### src/rtl/tone_freq_pkg.sv
package tone_freq_pkg;

    // Command codes on the serial command bus
    localparam logic [7:0] CMD_GENERAL_RESET  = 8'h01;
    localparam logic [7:0] CMD_WRITE_CONTROL  = 8'h30;
    localparam logic [7:0] CMD_READ_STATUS    = 8'h31;
    localparam logic [7:0] CMD_READ_FREQUENCY = 8'h32;
    localparam logic [7:0] CMD_WRITE_TONE_TWO = 8'h35;

    // Register offsets are the command codes that reach them
    localparam logic [7:0] RX_FREQUENCY_RESULT_OFFSET = CMD_READ_FREQUENCY;
    localparam logic [7:0] TONE_TWO_CONTROL_OFFSET    = CMD_WRITE_TONE_TWO;

    // Second generator word layout
    localparam int DIVISOR_W        = 13;
    localparam int SILENCE_BIT      = 13;
    localparam int SQUARE_BIT       = 14;
    localparam logic [15:0] TONE_TWO_RESET = 16'h0000;

    // Control and status layout
    localparam int BAND_LSB         = 2;
    localparam int BAND_MSB         = 3;
    localparam int DECODER_IRQ_BIT  = 5;
    localparam int MEASURE_DONE_BIT = 0;
    localparam logic [7:0] CONTROL_RESET = 8'h00;
    localparam logic [7:0] REPLY_PAD     = 8'h00;

    // Serial framing
    localparam logic [2:0] LAST_BIT_INDEX = 3'h7;

    typedef enum logic [1:0] {
        BAND_HIGH     = 2'h0,
        BAND_MID      = 2'h1,
        BAND_EXTENDED = 2'h2,
        BAND_UNUSED   = 2'h3
    } band_t;

    typedef enum logic [1:0] {
        AUX_GROUND = 2'h0,
        AUX_BIAS   = 2'h1,
        AUX_TONE   = 2'h2
    } aux_level_t;

    // Timing, all derived from the crystal
    localparam real CLOCK_MHZ      = 200.0;
    localparam real XTAL_MHZ       = 4.032;
    localparam real WINDOW_WIDE_MS = 9.125;
    localparam real WINDOW_MID_MS  = 18.250;
    localparam real MCLK_WIDE_KHZ  = 56.00;
    localparam real MCLK_MID_KHZ   = 28.00;
    localparam int  XTAL_CLOCKS    = $rtoi(CLOCK_MHZ / XTAL_MHZ);
    localparam int  MCLK_WIDE_XTAL = int'(XTAL_MHZ * 1000.0 / MCLK_WIDE_KHZ);
    localparam int  MCLK_MID_XTAL  = int'(XTAL_MHZ * 1000.0 / MCLK_MID_KHZ);
    localparam int  WINDOW_MCLKS   = int'(WINDOW_WIDE_MS * MCLK_WIDE_KHZ);
    localparam int  TONE_QUARTERS  = 4;
    localparam int  MIN_HALF_PERIODS = 2;
    localparam int  BYTE_MAX       = 255;

endpackage

### src/rtl/tone_two_generator.sv
`timescale 1ns/1ps
`default_nettype none
module tone_two_generator (
    input  wire logic                               clock,
    input  wire logic                               rst,
    input  wire logic                               xtal_tick,
    input  wire logic [tone_freq_pkg::DIVISOR_W-1:0] divisor,
    input  wire logic                               silence,
    input  wire logic                               square_select,
    output var  tone_freq_pkg::aux_level_t          aux_level,
    output logic                                    aux_square,
    output logic [1:0]                              aux_quarter,
    output logic                                    powersave
);
    import tone_freq_pkg::*;

    logic [DIVISOR_W-1:0] tick_count;
    logic [1:0]           quarter;
    wire                  is_off   = (divisor == '0);
    wire                  at_wrap  = xtal_tick && (tick_count == divisor - 1'b1);

    // Quarter steps of B crystal ticks give one period of 4 x B ticks
    always_ff @(posedge clock or posedge rst) begin
        if (rst) begin
            tick_count <= '0;
            quarter    <= 2'h0;
        end else if (is_off) begin
            tick_count <= '0;
            quarter    <= 2'h0;
        end else if (at_wrap) begin
            tick_count <= '0;
            quarter    <= quarter + 2'h1;
        end else if (xtal_tick) begin
            tick_count <= tick_count + 1'b1;
        end
    end

    // Output level: ground in power-save, bias when silenced
    always_ff @(posedge clock or posedge rst) begin
        if (rst) begin
            aux_level   <= AUX_GROUND;
            aux_square  <= 1'b0;
            aux_quarter <= 2'h0;
            powersave   <= 1'b1;
        end else begin
            powersave   <= is_off;
            aux_level   <= is_off ? AUX_GROUND : (silence ? AUX_BIAS : AUX_TONE);
            aux_square  <= square_select;
            aux_quarter <= quarter;
        end
    end
endmodule
`default_nettype wire

### src/rtl/rx_frequency_counter.sv
`timescale 1ns/1ps
`default_nettype none
module rx_frequency_counter (
    input  wire logic                  clock,
    input  wire logic                  rst,
    input  wire logic                  xtal_tick,
    input  wire tone_freq_pkg::band_t  band,
    input  wire logic                  rx_tone,
    output logic                       done,
    output logic [7:0]                 half_periods,
    output logic [7:0]                 remainder
);
    import tone_freq_pkg::*;

    typedef enum logic {WAIT_EDGE = 1'b0, MEASURE = 1'b1} count_state_t;

    count_state_t state;
    logic         rx_prev;
    logic         mid_band;
    logic [7:0]   xtal_count;
    logic [8:0]   mclk_count;
    logic [8:0]   edge_count;
    logic [8:0]   last_edge_mclk;

    wire       rx_edge    = rx_tone ^ rx_prev;
    wire [7:0] mclk_last  = mid_band ? 8'(MCLK_MID_XTAL - 1) : 8'(MCLK_WIDE_XTAL - 1);
    wire       mclk_tick  = xtal_tick && (xtal_count == mclk_last);
    wire       win_end    = (state == MEASURE) && mclk_tick && (mclk_count == 9'(WINDOW_MCLKS - 1));
    wire [8:0] rest       = 9'(WINDOW_MCLKS) - last_edge_mclk;
    wire       good       = (edge_count >= 9'(MIN_HALF_PERIODS)) && (edge_count <= 9'(BYTE_MAX))
                            && (rest <= 9'(BYTE_MAX));

    // Window starts on an input edge; 511 measuring ticks in every band
    always_ff @(posedge clock or posedge rst) begin
        if (rst) begin
            state          <= WAIT_EDGE;
            rx_prev        <= 1'b0;
            mid_band       <= 1'b0;
            xtal_count     <= 8'h00;
            mclk_count     <= 9'h000;
            edge_count     <= 9'h000;
            last_edge_mclk <= 9'h000;
        end else begin
            rx_prev <= rx_tone;
            case (state)
                WAIT_EDGE: begin
                    if (rx_edge) begin
                        state          <= MEASURE;
                        mid_band       <= (band == BAND_MID);
                        xtal_count     <= 8'h00;
                        mclk_count     <= 9'h000;
                        edge_count     <= 9'h000;
                        last_edge_mclk <= 9'h000;
                    end
                end
                MEASURE: begin
                    if (xtal_tick) begin
                        xtal_count <= mclk_tick ? 8'h00 : xtal_count + 8'h01;
                    end
                    if (mclk_tick) begin
                        mclk_count <= mclk_count + 9'h001;
                    end
                    // Half cycles first, then measuring ticks to fill the window
                    if (rx_edge && !win_end && edge_count != 9'h1FF) begin
                        edge_count     <= edge_count + 9'h001;
                        last_edge_mclk <= mclk_tick ? mclk_count + 9'h001 : mclk_count;
                    end
                    if (win_end) begin
                        state <= WAIT_EDGE;
                    end
                end
                default: state <= WAIT_EDGE;
            endcase
        end
    end

    // Result only on a successful window
    always_ff @(posedge clock or posedge rst) begin
        if (rst) begin
            done         <= 1'b0;
            half_periods <= 8'h00;
            remainder    <= 8'h00;
        end else begin
            done <= win_end && good;
            if (win_end && good) begin
                half_periods <= edge_count[7:0];
                remainder    <= rest[7:0];
            end
        end
    end
endmodule
`default_nettype wire

### src/rtl/tone_gen_and_freq_counter.sv
// Behaviour
// - Command 35h plus two bytes, MSB first, loads the 16-bit generator word.
// - Bits 0..12 are the divisor; zero puts generator two in power-save.
// - Bit 13 set holds tone output at bias; clear enables it.
// - Bit 14 selects auxiliary waveform: one square, zero sine.
// - Silenced output parks at bias; power-save drives it to ground.
// - Both generators in power-save also power-saves the input amplifier.
// - Tone frequency is crystal frequency over four times the divisor.
// - Command 32h returns count byte then remainder byte.
// - Window is 9.125 ms high/extended, 18.250 ms mid band.
// - Count input half cycles first, then measuring ticks to end of window.
// - Count byte holds the number of input half periods.
// - Remainder counts 56 kHz or 28 kHz ticks filling the window.
// - Successful window sets completion status, interrupt, and result register.
// - Window and measuring clock scale with the crystal frequency.
// - Control bits 3..2 select band: high, mid, extended; 11 unused.
// - Status bit 0 flags completion; cleared by status read or general reset.
`timescale 1ns/1ps
`default_nettype none
module tone_gen_and_freq_counter #(
    parameter int XTAL_CLOCKS = tone_freq_pkg::XTAL_CLOCKS
) (
    input  wire logic                      clock,
    input  wire logic                      rst,
    input  wire logic                      serial_clock,
    input  wire logic                      bus_select_n,
    input  wire logic                      command_data,
    input  wire logic                      rx_tone,
    input  wire logic                      tone_one_powersave,
    output logic                           reply_data,
    output logic                           irq_n,
    output var  tone_freq_pkg::aux_level_t aux_tone_output,
    output logic                           aux_tone_square,
    output logic [1:0]                     aux_tone_quarter,
    output logic                           tone_two_powersave,
    output logic                           input_amp_powersave
);
    import tone_freq_pkg::*;

    typedef enum logic [1:0] {
        BUS_COMMAND = 2'b00,
        BUS_DATA    = 2'b01,
        BUS_REPLY   = 2'b11,
        BUS_IGNORE  = 2'b10
    } bus_state_t;

    bus_state_t  bus_state;
    logic        serial_prev;
    logic [2:0]  bit_index;
    logic [6:0]  shift_in;
    logic [7:0]  command;
    logic [7:0]  data_high;
    logic        have_high;
    logic [15:0] reply_shift;
    logic [7:0]  control;
    logic [15:0] tone_two_control;
    logic [15:0] rx_frequency_result;
    logic        measure_complete;
    logic [15:0] xtal_count;
    logic        xtal_tick;

    logic        measure_done;
    logic [7:0]  measured_count;
    logic [7:0]  measured_remainder;

    // Serial clock edges, sampled in the system clock domain
    wire       selected     = !bus_select_n;
    wire       serial_rise  = selected && serial_clock && !serial_prev;
    wire       serial_fall  = selected && !serial_clock && serial_prev;
    wire [7:0] next_byte    = {shift_in, command_data};
    wire       byte_done    = serial_rise && (bit_index == LAST_BIT_INDEX);

    // Command decode
    wire take_command  = byte_done && (bus_state == BUS_COMMAND);
    wire take_data     = byte_done && (bus_state == BUS_DATA);
    wire general_reset = take_command && (next_byte == CMD_GENERAL_RESET);
    wire read_status   = take_command && (next_byte == CMD_READ_STATUS);
    wire read_freq     = take_command && (next_byte == RX_FREQUENCY_RESULT_OFFSET);
    wire data_command  = (next_byte == CMD_WRITE_CONTROL) || (next_byte == TONE_TWO_CONTROL_OFFSET);
    wire write_control = take_data && (command == CMD_WRITE_CONTROL);
    wire tone_byte     = take_data && (command == TONE_TWO_CONTROL_OFFSET);
    wire write_tone    = tone_byte && have_high;
    wire [7:0] status_byte = {7'h00, measure_complete};

    // Crystal tick divider, the time base of both generator and counter
    always_ff @(posedge clock or posedge rst) begin
        if (rst) begin
            xtal_count <= 16'h0000;
            xtal_tick  <= 1'b0;
        end else begin
            xtal_tick  <= (xtal_count == 16'(XTAL_CLOCKS - 1));
            xtal_count <= (xtal_count == 16'(XTAL_CLOCKS - 1)) ? 16'h0000 : xtal_count + 16'h0001;
        end
    end

    // Bit counter and input shifter; deselect restarts framing
    always_ff @(posedge clock or posedge rst) begin
        if (rst) begin
            serial_prev <= 1'b0;
            bit_index   <= 3'h0;
            shift_in    <= 7'h00;
        end else begin
            serial_prev <= serial_clock;
            if (!selected) begin
                bit_index <= 3'h0;
            end else if (serial_rise) begin
                bit_index <= bit_index + 3'h1;
                shift_in  <= next_byte[6:0];
            end
        end
    end

    // Transaction state
    always_ff @(posedge clock or posedge rst) begin
        if (rst) begin
            bus_state <= BUS_COMMAND;
            command   <= 8'h00;
            have_high <= 1'b0;
            data_high <= 8'h00;
        end else if (!selected) begin
            bus_state <= BUS_COMMAND;
            have_high <= 1'b0;
        end else if (take_command) begin
            command   <= next_byte;
            have_high <= 1'b0;
            if (data_command) begin
                bus_state <= BUS_DATA;
            end else if (read_status || read_freq) begin
                bus_state <= BUS_REPLY;
            end else begin
                bus_state <= BUS_IGNORE;
            end
        end else if (tone_byte && !have_high) begin
            data_high <= next_byte;
            have_high <= 1'b1;
        end else if (take_data) begin
            bus_state <= BUS_IGNORE;
        end
    end

    // Reply shifter: loaded on the command byte, shifted on falling edges
    always_ff @(posedge clock or posedge rst) begin
        if (rst) begin
            reply_shift <= 16'h0000;
            reply_data  <= 1'b0;
        end else if (read_status) begin
            reply_shift <= {status_byte, REPLY_PAD};
        end else if (read_freq) begin
            reply_shift <= rx_frequency_result;
        end else if (serial_fall && bus_state == BUS_REPLY) begin
            reply_data  <= reply_shift[15];
            reply_shift <= {reply_shift[14:0], 1'b0};
        end
    end

    // Writable registers; general reset returns them to defaults
    always_ff @(posedge clock or posedge rst) begin
        if (rst) begin
            control          <= CONTROL_RESET;
            tone_two_control <= TONE_TWO_RESET;
        end else if (general_reset) begin
            control          <= CONTROL_RESET;
            tone_two_control <= TONE_TWO_RESET;
        end else if (write_control) begin
            control          <= next_byte;
        end else if (write_tone) begin
            tone_two_control <= {data_high, next_byte};
        end
    end

    // Completion flag: a new completion wins over a clear in the same cycle
    always_ff @(posedge clock or posedge rst) begin
        if (rst) begin
            measure_complete    <= 1'b0;
            rx_frequency_result <= 16'h0000;
        end else begin
            measure_complete <= measure_done || (measure_complete && !(read_status || general_reset));
            if (measure_done) begin
                rx_frequency_result <= {measured_count, measured_remainder};
            end
        end
    end

    // Registered interrupt and amplifier power-save
    always_ff @(posedge clock or posedge rst) begin
        if (rst) begin
            irq_n               <= 1'b1;
            input_amp_powersave <= 1'b0;
        end else begin
            irq_n               <= !(measure_complete && control[DECODER_IRQ_BIT]);
            input_amp_powersave <= tone_one_powersave && tone_two_powersave;
        end
    end

    // Second tone generator
    tone_two_generator u_tone_two (
        .clock         (clock),
        .rst           (rst),
        .xtal_tick     (xtal_tick),
        .divisor       (tone_two_control[DIVISOR_W-1:0]),
        .silence       (tone_two_control[SILENCE_BIT]),
        .square_select (tone_two_control[SQUARE_BIT]),
        .aux_level     (aux_tone_output),
        .aux_square    (aux_tone_square),
        .aux_quarter   (aux_tone_quarter),
        .powersave     (tone_two_powersave)
    );

    // Receive frequency counter
    rx_frequency_counter u_counter (
        .clock        (clock),
        .rst          (rst),
        .xtal_tick    (xtal_tick),
        .band         (band_t'(control[BAND_MSB:BAND_LSB])),
        .rx_tone      (rx_tone),
        .done         (measure_done),
        .half_periods (measured_count),
        .remainder    (measured_remainder)
    );
endmodule
`default_nettype wire

### config.mk
export PLATFORM = sky130hd
export DESIGN_NAME = tone_gen_and_freq_counter
export DESIGN_NICKNAME = d
export VERILOG_FILES = /design/src/rtl/tone_freq_pkg.sv /design/src/rtl/tone_two_generator.sv /design/src/rtl/rx_frequency_counter.sv /design/src/rtl/tone_gen_and_freq_counter.sv
export SDC_FILE = /design/constraint.sdc
export NUM_CORES = 1
export LEC_CHECK = 0
export BUFFER_PORTS_ARGS = -buffer_cell sky130_fd_sc_hd__clkbuf_2
export CORE_MARGIN = 5
export CORE_UTILIZATION = 50
export CTS_BUF_LIST = sky130_fd_sc_hd__clkbuf_2
export DETAILED_ROUTE_END_ITERATION = 16
export GPL_ROUTABILITY_DRIVEN = 0
export PLACE_DENSITY = 0.66
export RECOVER_POWER = 100
export SLEW_MARGIN = 0
export SYNTH_ARGS = -nofsm -noshare
export SYNTH_HDL_FRONTEND = slang
export SYNTH_SLANG_ARGS = --single-unit
### constraint.sdc
create_clock -name clock -period 8.95 [get_ports clock]
set_clock_uncertainty 0.15 [all_clocks]
set_input_delay 2.2375 -clock clock [delete_from_list [all_inputs] [get_ports clock]]
set_output_delay 2.2375 -clock clock [all_outputs]
set_load 0.02 [all_outputs]
* Word-level counts from Yosys, hierarchy flattened
Cells that the tools add are included.
** Storage, ports and cells
- Register bits :: 179
- Input port bits :: 7
- Output and inout port bits :: 9
- Word-level logic and storage cells :: 171
** Cells by class
- $add $sub $neg :: 9
- $lt $le $gt $ge :: 3
- Equality and inequality tests :: 21
- Muxes and demuxes :: 42
- Bitwise gates (word level) :: 6
- Reductions and logical operators :: 57
** Operators with widths (count)
- $mux W16 :: 4
- $pmux W9 S2 :: 3
- $eq A8 B6 Y1 const B :: 6
- $mux W15 :: 3
- $mux W13 :: 3
- $mux W9 :: 4
- $mux W8 :: 4
- $logic_and A1 B1 Y1 :: 27
- $add A9 B1 Y9 const B :: 2
- $le A9 B8 Y1 const B :: 2
- $mux W2 :: 9
- $add A16 B1 Y16 const B :: 1
- $eq A16 B6 Y1 const B :: 1
- $pmux W8 S2 :: 1
- $reduce_and A2 Y1 :: 7
- $add A13 B1 Y13 const B :: 1
- $eq A13 B13 Y1 :: 1
- $logic_not A13 Y1 :: 1
- $sub A13 B1 Y13 const B :: 1
- $mux W6 :: 2
- $reduce_bool A3 Y1 :: 4
- $eq A9 B9 Y1 const B :: 1
- $ge A9 B2 Y1 const B :: 1
- $ne A9 B9 Y1 const B :: 1
- 22 further kinds :: 48

* Logic depth before layout (Yosys ltp)
Gate-level depths: netlist of the first run.
- Depth after elaboration :: 11
- Depth in mapped cells :: 10
- Mapped depth without buffers :: 8

* By module
Synthesis of the first run repeated with hierarchy kept, for this count alone.
** Unflattened totals
- Cells, all modules :: 772
- Area total of the unflattened synthesis :: 8368.0 µm²
** By module, submodules not included
- tone_gen_and_freq_counter :: times used 1, cells each 362, area each 4305.4 µm², sequential area each 2503.7 µm²
- rx_frequency_counter :: times used 1, cells each 258, area each 2695.1 µm², sequential area each 1376.3 µm²
- tone_two_generator :: times used 1, cells each 152, area each 1367.6 µm², sequential area each 526.8 µm²

* Worst setup path after synthesis of the first run
OpenSTA, ideal clock, no wires.
- Path kind :: input -> register
- Start :: input bus_select_n
- End :: register reply_shift[15]
- Setup time :: 0.094 ns
- Data arrival time :: 4.187 ns
- Slack :: 4.519 ns
- Cell stages on the path :: 8
- Buffers on the path :: 3
- Cells stage by stage :: clkbuf_1 -> nor3b_1 -> nand3b_1 -> buf_2 -> nor4_2 -> nand3b_1 -> clkbuf_1 -> a211oi_1
** On the way
- Word-level cells in the longest chain between the ends :: 8
- Elaborated cells between the ends (all ways) :: 13
** RTL lines
- from (decl) :: RTL line tone_gen_and_freq_counter.sv:26 : input wire logic bus_select_n,
- $logic_not A1 Y1 * :: RTL line tone_gen_and_freq_counter.sv:67 : wire selected = !bus_select_n;
- $logic_and A1 B1 Y1 (2 in series) :: RTL line tone_gen_and_freq_counter.sv:68 : wire serial_rise = selected && serial_clock && !serial_prev;
- $logic_and A1 B1 Y1 :: RTL line tone_gen_and_freq_counter.sv:71 : wire byte_done = serial_rise && (bit_index == LAST_BIT_INDEX);
- $logic_and A1 B1 Y1 :: RTL line tone_gen_and_freq_counter.sv:74 : wire take_command = byte_done && (bus_state == BUS_COMMAND);
- $logic_and A1 B1 Y1 :: RTL line tone_gen_and_freq_counter.sv:78 : wire read_freq = take_command && (next_byte == RX_FREQUENCY_RESULT_OFFSET);
- $mux W16 :: RTL line tone_gen_and_freq_counter.sv:148 : end else if (read_freq) begin
- $mux W16 :: RTL line tone_gen_and_freq_counter.sv:146 : end else if (read_status) begin
- to (signal assigned) :: RTL line tone_gen_and_freq_counter.sv:147 : reply_shift <= {status_byte, REPLY_PAD};
- to (signal assigned) :: RTL line tone_gen_and_freq_counter.sv:149 : reply_shift <= rx_frequency_result;
- to (signal assigned) :: RTL line tone_gen_and_freq_counter.sv:152 : reply_shift <= {reply_shift[14:0], 1'b0};
- to (decl) :: RTL line tone_gen_and_freq_counter.sv:54 : logic [15:0] reply_shift;
Every way passes the cells marked *; elsewhere a longest branch is shown, timed or not.
A chain may end at the register's enable or synchronous reset.

==> results of run 1 <==
-- flip-flops by register name (all words and copies together), names as in the netlist, 2 cells and up --
signal,flops
bus_state,2
u_tone_two.tick_count,13
rx_frequency_result,16
u_tone_two.aux_level,2
u_counter.half_periods,8
shift_in,7
reply_shift,16
tone_two_control,15
u_counter.xtal_count,8
u_tone_two.quarter,2
u_counter.last_edge_mclk,9
command,8
u_tone_two.aux_quarter,2
u_counter.mclk_count,9
xtal_count,16
u_counter.remainder,8
u_counter.edge_count,9
control,3
bit_index,3
data_high,7
-- how the worst min path moves through the flow --
stage                                startpoint                              end  cells past startpoint
2_1_floorplan  tone_two_control[14]$_DFFE_PP0P_  u_tone_two.aux_square$_DFF_PP0_                      0
3_3_place_gp   tone_two_control[14]$_DFFE_PP0P_  u_tone_two.aux_square$_DFF_PP0_                      0
3_5_place_dp   tone_two_control[14]$_DFFE_PP0P_  u_tone_two.aux_square$_DFF_PP0_                      0
4_1_cts        tone_two_control[14]$_DFFE_PP0P_  u_tone_two.aux_square$_DFF_PP0_                      0
5_1_grt        tone_two_control[14]$_DFFE_PP0P_  u_tone_two.aux_square$_DFF_PP0_                      0
6_report       tone_two_control[14]$_DFFE_PP0P_  u_tone_two.aux_square$_DFF_PP0_                      0
-- through the flow --
step	hold slack (ns)	utilization, %	power, W	std cells	instance area (sq um)
final	0.280	54.1	0.00145	983	8630
after global routing	0.299	54.1	0.00153	983	8630
after CTS	0.280	54.5	0.00147	983	8690
after detailed placement	0.214	52.9	0.00104	951	8430
after global placement	0.220	52.9	0.00103	951	8430
after floorplan	0.204	-	0.000994	749	8180
-- report_power, final --
group	leakage, nW	switching, W	internal, W	total, W
combinational	1.59	0.0000665	0.0000514	0.000118
clock	0.154	0.000295	0.000139	0.000434
sequential	2.38	0.0000636	0.000838	0.000902
total	4.12	0.000425	0.00103	0.00145
-- critical path: stages --
cell and delay (ns):
clkbuf_2 0.08, clkinvlp_2 2.69, buf_4 0.99
-- routing by layer --
layer | GRT usage (%) | vias to the layer above
met3 | 3.48 | 15
li1 | - | 2672
met2 | 26.7 | 54
met4 | 5.49 | 0
met1 | 24.0 | 2695
met5 | 0 | -
-- cells by family (layout without fill, tap and decap cells) --
group                      count (synthesis)  after routing  synth area share [%]
xor gates and xnor gates                  57             57                  6.10
DFF                                      176            176                  53.9
and+or+nand+nor                          268            268                  16.5
adders and majority gates                 13             13                  1.99
buffers and inverters                     54             72                  2.65
AOI/OAI and AO/OA                        111            111                  9.51
muxes                                     70             70                  9.42
-- Yosys cell counts, types with 3 or more instances --
cell | count | area [sq um]
nand3b_1 | 7 | 52.6
nor2_1 | 73 | 274
or4_1 | 3 | 22.5
dfrtp_1 | 174 | 4350
inv_1 | 20 | 75.1
nor2b_1 | 12 | 75.1
nand2b_1 | 3 | 18.8
a22o_1 | 15 | 131
nor4_1 | 4 | 25.0
or3_1 | 4 | 25.0
o21ai_0 | 36 | 180
and3_1 | 13 | 81.3
nand3_1 | 27 | 135
mux2i_1 | 17 | 170
nand4_1 | 20 | 125
nor3b_1 | 3 | 22.5
a211oi_1 | 15 | 113
nor4b_1 | 3 | 26.3
clkbuf_1 | 25 | 93.8
o22ai_1 | 5 | 31.3
nand2_1 | 63 | 236
and2_1 | 7 | 43.8
ha_1 | 13 | 163
buf_1 | 3 | 11.3
nor3_1 | 14 | 70.1
xnor2_1 | 32 | 280
o31ai_1 | 6 | 45.0
buf_2 | 5 | 25.0
a21oi_1 | 8 | 40.0
xor2_1 | 25 | 219
o2111ai_1 | 3 | 26.3
mux2_2 | 52 | 586
-- final cells by class --
| cell class | instances | share of cell area [%] |
|---|---|---|
| clock buffers | 17 | 0.986 |
| clock inverters | 15 | 2.02 |
| inverters | 20 | 0.885 |
| multi-input cells | 519 | 40.9 |
| flip-flops and latches | 176 | 51.1 |
| well taps | 216 | 3.13 |
| repair buffers | 20 | 1.02 |
==> run_results.csv, run 1 <==
group,metric,value,unit
routing,m1WireLength,7420,microns
routing,highest_layer,"met4",
die,die_x,138,microns
setup_path,critPathLaunch,"rst",
sta,report.final.slew_viol_count,150,
setup_path,critPathCaptureType,"asynchronous set/reset pin",
power,powerDensity,168,nW/um^2
final_layout,nets,774,
sta,setup_viol,0,
routing,vias_per_cell,5.53,
clock_tree,post_cts_buffers,0,
yosys,async_flop_share,100,%
clock_tree,cts.sinks,176,
placed_design,pre_cts_ws,3.62,ns
setup_path,path_max_fanout,111,
yosys,ys_ff_latch,176,
final_layout,final_common_cell,"dfrtp_1",
die,dieArea,19000,sq um
yosys,synth_top_flop_cell,"dfrtp_1",
routing,drt_iter0_markers,279,
setup_path,worst-setup-path-type,"input pin to asynchronous set/reset pin",
final_layout,drive_gt1_share,12.4,%
sta,layout_setup_ws,3.56,ns
global_route,grt-ovfl-total,0,
setup_path,reg2reg_to,"reply_shift[11]$_DFFE_PP0P_",
global_route,grt_pass1_wl,26000,microns
die,initial_core_util,51.3,%
routing,first_pass_iters,4,
final_layout,num_antenna_cells,0,
status,status,"finished, violations left",
placed_design,numPortBuffers,15,
sta,timing.fmax,186,MHz
routing,finalWirelength,14900,microns
flow_run,cap_violations,3,
clock_tree,hold_buffers,0,
yosys,synth_edf_count,0,
sta,finalCritPeriodShare,60.2,%
die,core,15900,sq um
clock_tree,cts_root_buf,"clkbuf_2",
min_path,hold_class,"flip-flop to flip-flop",
routing,ant_nets,0,
global_route,grt_max_degree,112,
setup_path,crit_path_end,"u_counter.edge_count[1]$_DFFE_PP0P_",
clock_tree,clk_path_buf_depth,2,
setup_path,startpoint_type,"input pin",
yosys,syn-cell-area,8180,sq um
clock_tree,numCtsBuffers,17,
setup_path,rr_startpoint,"serial_prev$_DFF_PP0_",
final_layout,n_fill_cell,1407,
yosys,syn-num-nets,769,
global_route,first_global_vias,5350,
clock_tree,cts_resized,0,
die,die_y,138,microns
yosys,synth_area_per_cell,10.9,sq um
sta,finalHoldViolCount,0,
status,violations,"capacitance limit, slew limit",
clock_tree,cts_max_level,4,
yosys,syn-instance-count,749,
routing,met2_length,6900,microns
routing,drc,0,
yosys,yosys_warnings,0,
power,ir_drop,0.0818,mV
sta,rsz0062_at_grt,"false",
die,num_rows,46,
yosys,synth_cell_types,62,
routing,wl_per_cell,15.2,microns
routing,vias,5436,
final_layout,areaGrowthSynthToFinish,5.44,%
sta,finalCriticalPeriod,5.39,ns
setup_path,cp.required,9.61,ns
final_layout,mostFrequentLayoutCells,"dfrtp_1 (174), nor2_1 (73), nand2_1 (63)",
clock_tree,clk_latency,0.76,ns
sta,max_slew_margin,-224,%
routing,wl_met3,382,microns
die,ios,16,
final_layout,seqCellArea,4410,sq um
sta,finalSetupTns,0,ns
power,leakagePower,4.12,nW
setup_path,rrSetupSlack,4.94,ns
global_route,grt_usage,17.0,%
placed_design,dp_hpwl,10100,microns
global_route,antenna_found_initial,0,
final_layout,multi_input_area,3530,sq um
setup_path,arrival,6.06,ns
clock_tree,cts_tree,"built",
setup_path,r2r_cells,6,
yosys,synth-seq-area-share,53.9,%
sta,worst_slew_pin_slew,4.83,ns
clock_tree,clk_pin_slew_worst_paths,0.27,ns
No activity file was read; power rests on OpenSTA's default activity.
==> inputs of run 2 (changes only) <==
--- a/config.mk
+++ b/config.mk
@@ -5,6 +5,7 @@
 export SDC_FILE = /design/constraint.sdc
 export NUM_CORES = 1
 export LEC_CHECK = 0
+export ABC_AREA = 1
 export BUFFER_PORTS_ARGS = -buffer_cell sky130_fd_sc_hd__clkbuf_2
 export CORE_MARGIN = 5
 export CORE_UTILIZATION = 50
==> constraint.sdc (replaced) <==
create_clock -name clock -period 5.38 [get_ports clock]
set_clock_uncertainty 0.15 [all_clocks]
set_input_delay 1.345 -clock clock [delete_from_list [all_inputs] [get_ports clock]]
set_output_delay 1.345 -clock clock [all_outputs]
set_load 0.02 [all_outputs]
==> run_results.csv, run 2 <==
group,metric,value,unit
yosys,ys_ff_latch,176,
sta,worst_hold_slack,0.302,ns
placed_design,numPortBuffers,15,
placed_design,pre_cts_ws,1.83,ns
placed_design,dp_hpwl,11900,microns
setup_path,crit_slowest_cell,"nor3_1",
setup_path,cpPeakStageDelay,1.36,ns
global_route,first_global_vias,6275,
power,ir_drop,0.191,mV
global_route,grt_max_degree,126,
clock_tree,cts.sinks,176,
yosys,yosysTopAreaCellShare,50.9,%
die,dieArea,19800,sq um
yosys,synth_area_per_cell,8.34,sq um
final_layout,nets,1061,
clock_tree,cts_max_level,4,
final_layout,top_regs,"reply_shift x16, rx_frequency_result x16, xtal_count x16",
setup_path,arrival,4.59,ns
routing,ant_nets,0,
status,status,"finished, violations left",
global_route,grt_usage,18.1,%
routing,wl_per_cell,13.2,microns
sta,setup_viol,0,
power,leakagePower,4.42,nW
final_layout,drive_gt1_share,4.93,%
yosys,syn-instance-count,1027,
sta,timing.fmax,246,MHz
setup_path,path_max_fanout,19,
sta,report.final.slew_viol_count,60,
clock_tree,clk_path_buf_depth,2,
die,die_y,141,microns
routing,first_pass_iters,5,
clock_tree,cts_tree,"built",
sta,worst_slew_pin_slew,2.04,ns
clock_tree,numCtsBuffers,17,
setup_path,cp_top_family,"simple AND/OR/NAND/NOR gates",
die,ios,16,
clock_tree,clk_pin_slew_worst_paths,0.27,ns
setup_path,crit_path_cell_trace,"clkbuf_1, inv_1, nor3_1, nand3_4, nor2_8, nand2_4, nand3_1, inv_2, nand2_1, nand2_1",
setup_path,critPathCaptureType,"flip-flop",
final_layout,mostFrequentLayoutCells,"nand2_1 (271), dfrtp_1 (174), inv_1 (133)",
yosys,yosys_warnings,0,
global_route,grt-ovfl-total,0,
setup_path,cp_common_cell,"nand2_1",
yosys,synth_edf_count,0,
yosys,synth_cell_types,48,
setup_path,startpoint_type,"input pin",
yosys,syn-cell-area,8560,sq um
yosys,synth_most_common_cell,"nand2_1",
setup_path,cp.required,5.91,ns
sta,finalCriticalPeriod,4.07,ns
setup_path,worst-setup-path-type,"input pin to flip-flop",
yosys,post-synth-top-area-cell,"dfrtp_1",
routing,finalWirelength,16800,microns
global_route,grt_pass1_wl,29700,microns
min_path,hold_class,"flip-flop to flip-flop",
global_route,antenna_found_initial,1,
power,power.total,0.00242,W
setup_path,worstPathBufferInverterCount,3,
clock_tree,cts_root_buf,"clkbuf_2",
power,powerDensity,271,nW/um^2
die,core,16700,sq um
sta,finalSetupTns,0,ns
clock_tree,post_cts_buffers,0,
final_layout,final_common_cell,"nand2_1",
die,die_x,141,microns
sta,layout_setup_ws,1.31,ns
final_layout,fin_area,8940,sq um
routing,vias,6460,
yosys,async_flop_share,100,%
routing,drc,0,
die,initial_core_util,51.3,%
sta,rsz0062_at_grt,"false",
final_layout,areaGrowthSynthToFinish,4.44,%
clock_tree,cts_resized,0,
placed_design,place_area,8820,sq um
yosys,synth.area.top_cells,"dfrtp_1 (51%), nand2_1 (12%), inv_1 (5.8%), o21ai_0 (5.7%), nand3_1 (4.9%)",
status,violations,"capacitance limit, slew limit",
sta,finalCritPeriodShare,75.6,%
die,num_rows,47,
yosys,synth-seq-area-share,51.5,%
yosys,netlist_top_cells_count,"nand2_1 (267), dfrtp_1 (174), inv_1 (132)",
flow_run,cap_violations,2,
sta,max_slew_margin,-36.0,%
routing,vias_per_cell,5.07,
final_layout,n_fill_cell,1625,
yosys,syn-num-nets,1047,
sta,finalHoldViolCount,0,
clock_tree,clk_latency,0.79,ns
routing,drt_iter0_markers,419,
clock_tree,hold_buffers,0,
yosys,synth_top_flop_cell,"dfrtp_1",
## run 2: cell count changes in the layout (fill, tap and decap cells not counted), sizes merged, moves of 14 or more
cell,previous run,this run
xnor2,32,7
nand2,63,273
mux2i,17,0
inv,26,148
o21ai,36,120
mux2,53,1
a211oi,16,0
nand3,27,91
a22o,15,1
## run 2: per-stage QoR
step,utilization (%),std cells
floorplan,-,1027
global placement,52.8,1242
detailed placement,52.8,1242
CTS,54.3,1274
global route,53.5,1275
finish,53.5,1275
## run 2: area by class of cell
| class | count | area, sq um | area share [%] |
|---|---|---|---|
| Antenna cell | 1 | 2.50 | 0.0280 |
| Timing Repair Buffer | 17 | 83.8 | 0.937 |
| Sequential cell | 176 | 4410 | 49.3 |
| Clock buffer | 17 | 85.1 | 0.951 |
| Clock inverter | 15 | 156 | 1.75 |
| Multi-Input combinational cell | 692 | 3410 | 38.2 |
| Inverter | 137 | 520 | 5.82 |
| Tap cell | 220 | 275 | 3.08 |
## run 2: worst paths after layout
check	startpoint	endpoint	slack [ns]	depth (start not counted)
setup / recovery	serial_clock	reply_shift[5]$_DFFE_PP0P_	1.31	10
hold / removal	tone_two_control[14]$_DFFE_PP0P_	u_tone_two.aux_square$_DFF_PP0_	0.30	0
setup reg to reg	serial_prev$_DFF_PP0_	reply_shift[5]$_DFFE_PP0P_	1.63	8
hold reg to reg	tone_two_control[14]$_DFFE_PP0P_	u_tone_two.aux_square$_DFF_PP0_	0.30	0
max in group asynchronous	rst	rx_frequency_result[3]$_DFFE_PP0P_	2.41	3
min in group asynchronous	rst	control[3]$_DFFE_PP0P_	0.37	2
## run 2: worst reg2reg max path, stage by stage (launching register included)
cell	delay, ns
dfrtp_1	0.45
nor3_1	1.40
nand3_4	0.24
nor2_8	0.30
nand2_4	0.19
nand3_1	0.50
inv_2	0.27
nand2_1	0.13
nand2_1	0.06
## run 2: metal layers
metal	up-vias	routed length [microns]	GRT usage (%)
met3	22	618	4.13
met2	99	7420	27.7
met1	2986	8480	25.9
li1	3353	-	-
met4	0	257	5.20
met5	-	0	0
## run 2: kinds of logic after synthesis
family / after synthesis / synth area share (%)
compound gates: 152 / 9.78
xor+xnor: 32 / 3.27
fa+ha+maj: 13 / 1.90
buf+inv: 159 / 7.51
flops: 176 / 51.5
mux: 1 / 0.132
simple gates: 494 / 25.9
## run 2: power by group
part	internal [W]	switching, W	total (W)
logic	0.0000824	0.000172	0.000254
clock network	0.000160	0.000533	0.000693
registers	0.00140	0.0000698	0.00147
==> inputs of run 3 (changes only) <==
--- a/config.mk
+++ b/config.mk
@@ -12,7 +12,7 @@
 export CTS_BUF_LIST = sky130_fd_sc_hd__clkbuf_2
 export DETAILED_ROUTE_END_ITERATION = 16
 export GPL_ROUTABILITY_DRIVEN = 0
-export PLACE_DENSITY = 0.66
+export PLACE_DENSITY = 0.68
 export RECOVER_POWER = 100
 export SLEW_MARGIN = 0
 export SYNTH_ARGS = -nofsm -noshare
==> constraint.sdc (replaced) <==
create_clock -name clock -period 3.47 [get_ports clock]
set_clock_uncertainty 0.15 [all_clocks]
set_input_delay 0.8675 -clock clock [delete_from_list [all_inputs] [get_ports clock]]
set_output_delay 0.8675 -clock clock [all_outputs]
set_load 0.02 [all_outputs]
==> run_results.csv, run 3 (synthesized netlist as in run 2, its figures left out) <==
group,metric,value,unit
die,ios,16,
routing,drc,0,
routing,vias_per_cell,5.08,
placed_design,dp_hpwl,12400,microns
clock_tree,clk_path_buf_depth,2,
final_layout,top_regs,"reply_shift x16, rx_frequency_result x16, xtal_count x16",
placed_design,numPortBuffers,15,
power,ir_drop,0.306,mV
global_route,antenna_found_initial,1,
sta,report.final.slew_viol_count,36,
routing,first_pass_iters,5,
setup_path,cp_common_cell,"nand2_1",
clock_tree,clk_pin_slew_worst_paths,0.25,ns
power,powerDensity,424,nW/um^2
die,num_rows,47,
global_route,grt_max_degree,51,
final_layout,fin_util,54.0,%
routing,ant_nets,0,
global_route,grt_pass1_wl,29900,microns
setup_path,startpoint_type,"flip-flop",
sta,finalSetupTns,0,ns
clock_tree,cts_max_level,4,
clock_tree,cts_root_buf,"clkbuf_2",
setup_path,crit_slowest_cell,"dfrtp_1",
setup_path,critPathCaptureType,"flip-flop",
setup_path,crit_path_cell_trace,"inv_1, ha_1, nand2_2, nor2_1, nand3_1, nand3_1, nand2_1, nor2_1, nand3_1, nand2_1, nand2_1, nand2_1",
sta,worst_slew_pin_slew,1.66,ns
setup_path,path_max_fanout,11,
sta,setup_viol,0,
setup_path,worst-setup-path-type,"flip-flop to flip-flop",
routing,drt_iter0_markers,382,
min_path,hold_class,"input pin to flip-flop",
sta,finalHoldViolCount,0,
global_route,grt_usage,18.2,%
die,die_x,141,microns
final_layout,areaGrowthSynthToFinish,5.33,%
sta,finalCriticalPeriod,2.93,ns
setup_path,crit_path_end,"u_tone_two.quarter[0]$_DFFE_PP0P_",
sta,rsz0062_at_grt,"false",
final_layout,nets,1067,
final_layout,mostFrequentLayoutCells,"nand2_1 (269), dfrtp_1 (174), inv_1 (132)",
setup_path,r2r_cells,12,
clock_tree,cts_tree,"built",
placed_design,pre_cts_ws,0.649,ns
power,leakagePower,4.45,nW
sta,finalCritPeriodShare,84.6,%
status,violations,"capacitance limit, slew limit",
final_layout,drive_gt1_share,5.57,%
sta,layout_setup_ws,0.536,ns
final_layout,final_common_cell,"nand2_1",
die,die_y,141,microns
routing,vias,6506,
status,status,"finished, violations left",
setup_path,rrSetupSlack,0.54,ns
setup_path,arrival,3.44,ns
routing,finalWirelength,16900,microns
die,dieArea,19800,sq um
global_route,grt-ovfl-total,0,
clock_tree,clk_latency,0.72,ns
die,initial_core_util,51.3,%
setup_path,reg2reg_to,"u_tone_two.quarter[0]$_DFFE_PP0P_",
routing,wl_per_cell,13.2,microns
sta,timing.fmax,341,MHz
sta,max_slew_margin,-11.2,%
setup_path,rr_startpoint,"tone_two_control[0]$_DFFE_PP0P_",
clock_tree,numCtsBuffers,17,
clock_tree,cts.sinks,176,
setup_path,critPathLaunch,"tone_two_control[0]$_DFFE_PP0P_",
flow_run,cap_violations,1,
global_route,first_global_vias,6175,
setup_path,cpPeakStageDelay,0.45,ns
die,core,16700,sq um
setup_path,cp.required,3.98,ns
[run 3: worst max-delay path: cells and delay by family, from the launching register on]
family / cells / cell delay (ns)
AND/OR/NAND/NOR: 10 / 1.87
flip-flops: 1 / 0.45
adder cells (fa/ha/maj): 1 / 0.28
buffers and inverters: 1 / 0.16
[run 3: report_power, final]
| part | internal [W] | total [W] | switching, W |
|---|---|---|---|
| Sequential | 0.00217 | 0.00229 | 0.000112 |
| Combinational | 0.000129 | 0.000394 | 0.000265 |
| Clock | 0.000417 | 0.00114 | 0.000727 |
[run 3: routing by layer]
layer / wire, microns / share of wire [%] / track usage, % / vias up
met3: 529 / 3.1 / 4.06 / 9
met4: 126 / 0.74 / 3.98 / 0
met5: 0 / 0 / 0 / -
met2: 7770 / 46 / 28.6 / 85
li1: - / - / - / 3365
met1: 8490 / 50 / 26.0 / 3047
[run 3: stage by stage]
| step | hold slack [ns] | total power, W | instance area (sq um) | std cells |
|---|---|---|---|---|
| 2_1_floorplan | 0.204 | 0.00259 | 8570 | 1027 |
| 3_3_place_gp | 0.258 | 0.00272 | 8880 | 1247 |
| 3_5_place_dp | 0.254 | 0.00273 | 8880 | 1247 |
| 4_1_cts | 0.0157 | 0.00387 | 9150 | 1279 |
| 5_1_grt | 0.0257 | 0.00406 | 9020 | 1281 |
| 6_report | 0.145 | 0.00382 | 9020 | 1281 |
[run 3: worst min path at each step]
stage                                          start                               to  slack, ns  cells after the start
floorplan           tone_two_control[14]$_DFFE_PP0P_  u_tone_two.aux_square$_DFF_PP0_       0.20                      0
global placement    tone_two_control[14]$_DFFE_PP0P_  u_tone_two.aux_square$_DFF_PP0_       0.26                      0
detailed placement  tone_two_control[14]$_DFFE_PP0P_  u_tone_two.aux_square$_DFF_PP0_       0.25                      0
CTS                                          rx_tone      u_counter.rx_prev$_DFF_PP0_       0.02                      1
global route                            serial_clock            serial_prev$_DFF_PP0_       0.03                      1
finish                                  serial_clock            serial_prev$_DFF_PP0_       0.15                      1
[run 3: what timing repair did]
action	in CTS	in global routing
hold buffers	0	1
resized for setup	0	0
hold endpoints to repair	0	1
setup buffers	0	0
[run 3: cell type report]
class	count	area [sq um]
fillers	1589	7680
inverters	137	520
multi-input cells	692	3430
flip-flops and latches	176	4410
clock buffers	18	90.1
clock inverters	14	178
repair buffers	23	120
diodes	1	2.50
well taps	220	275
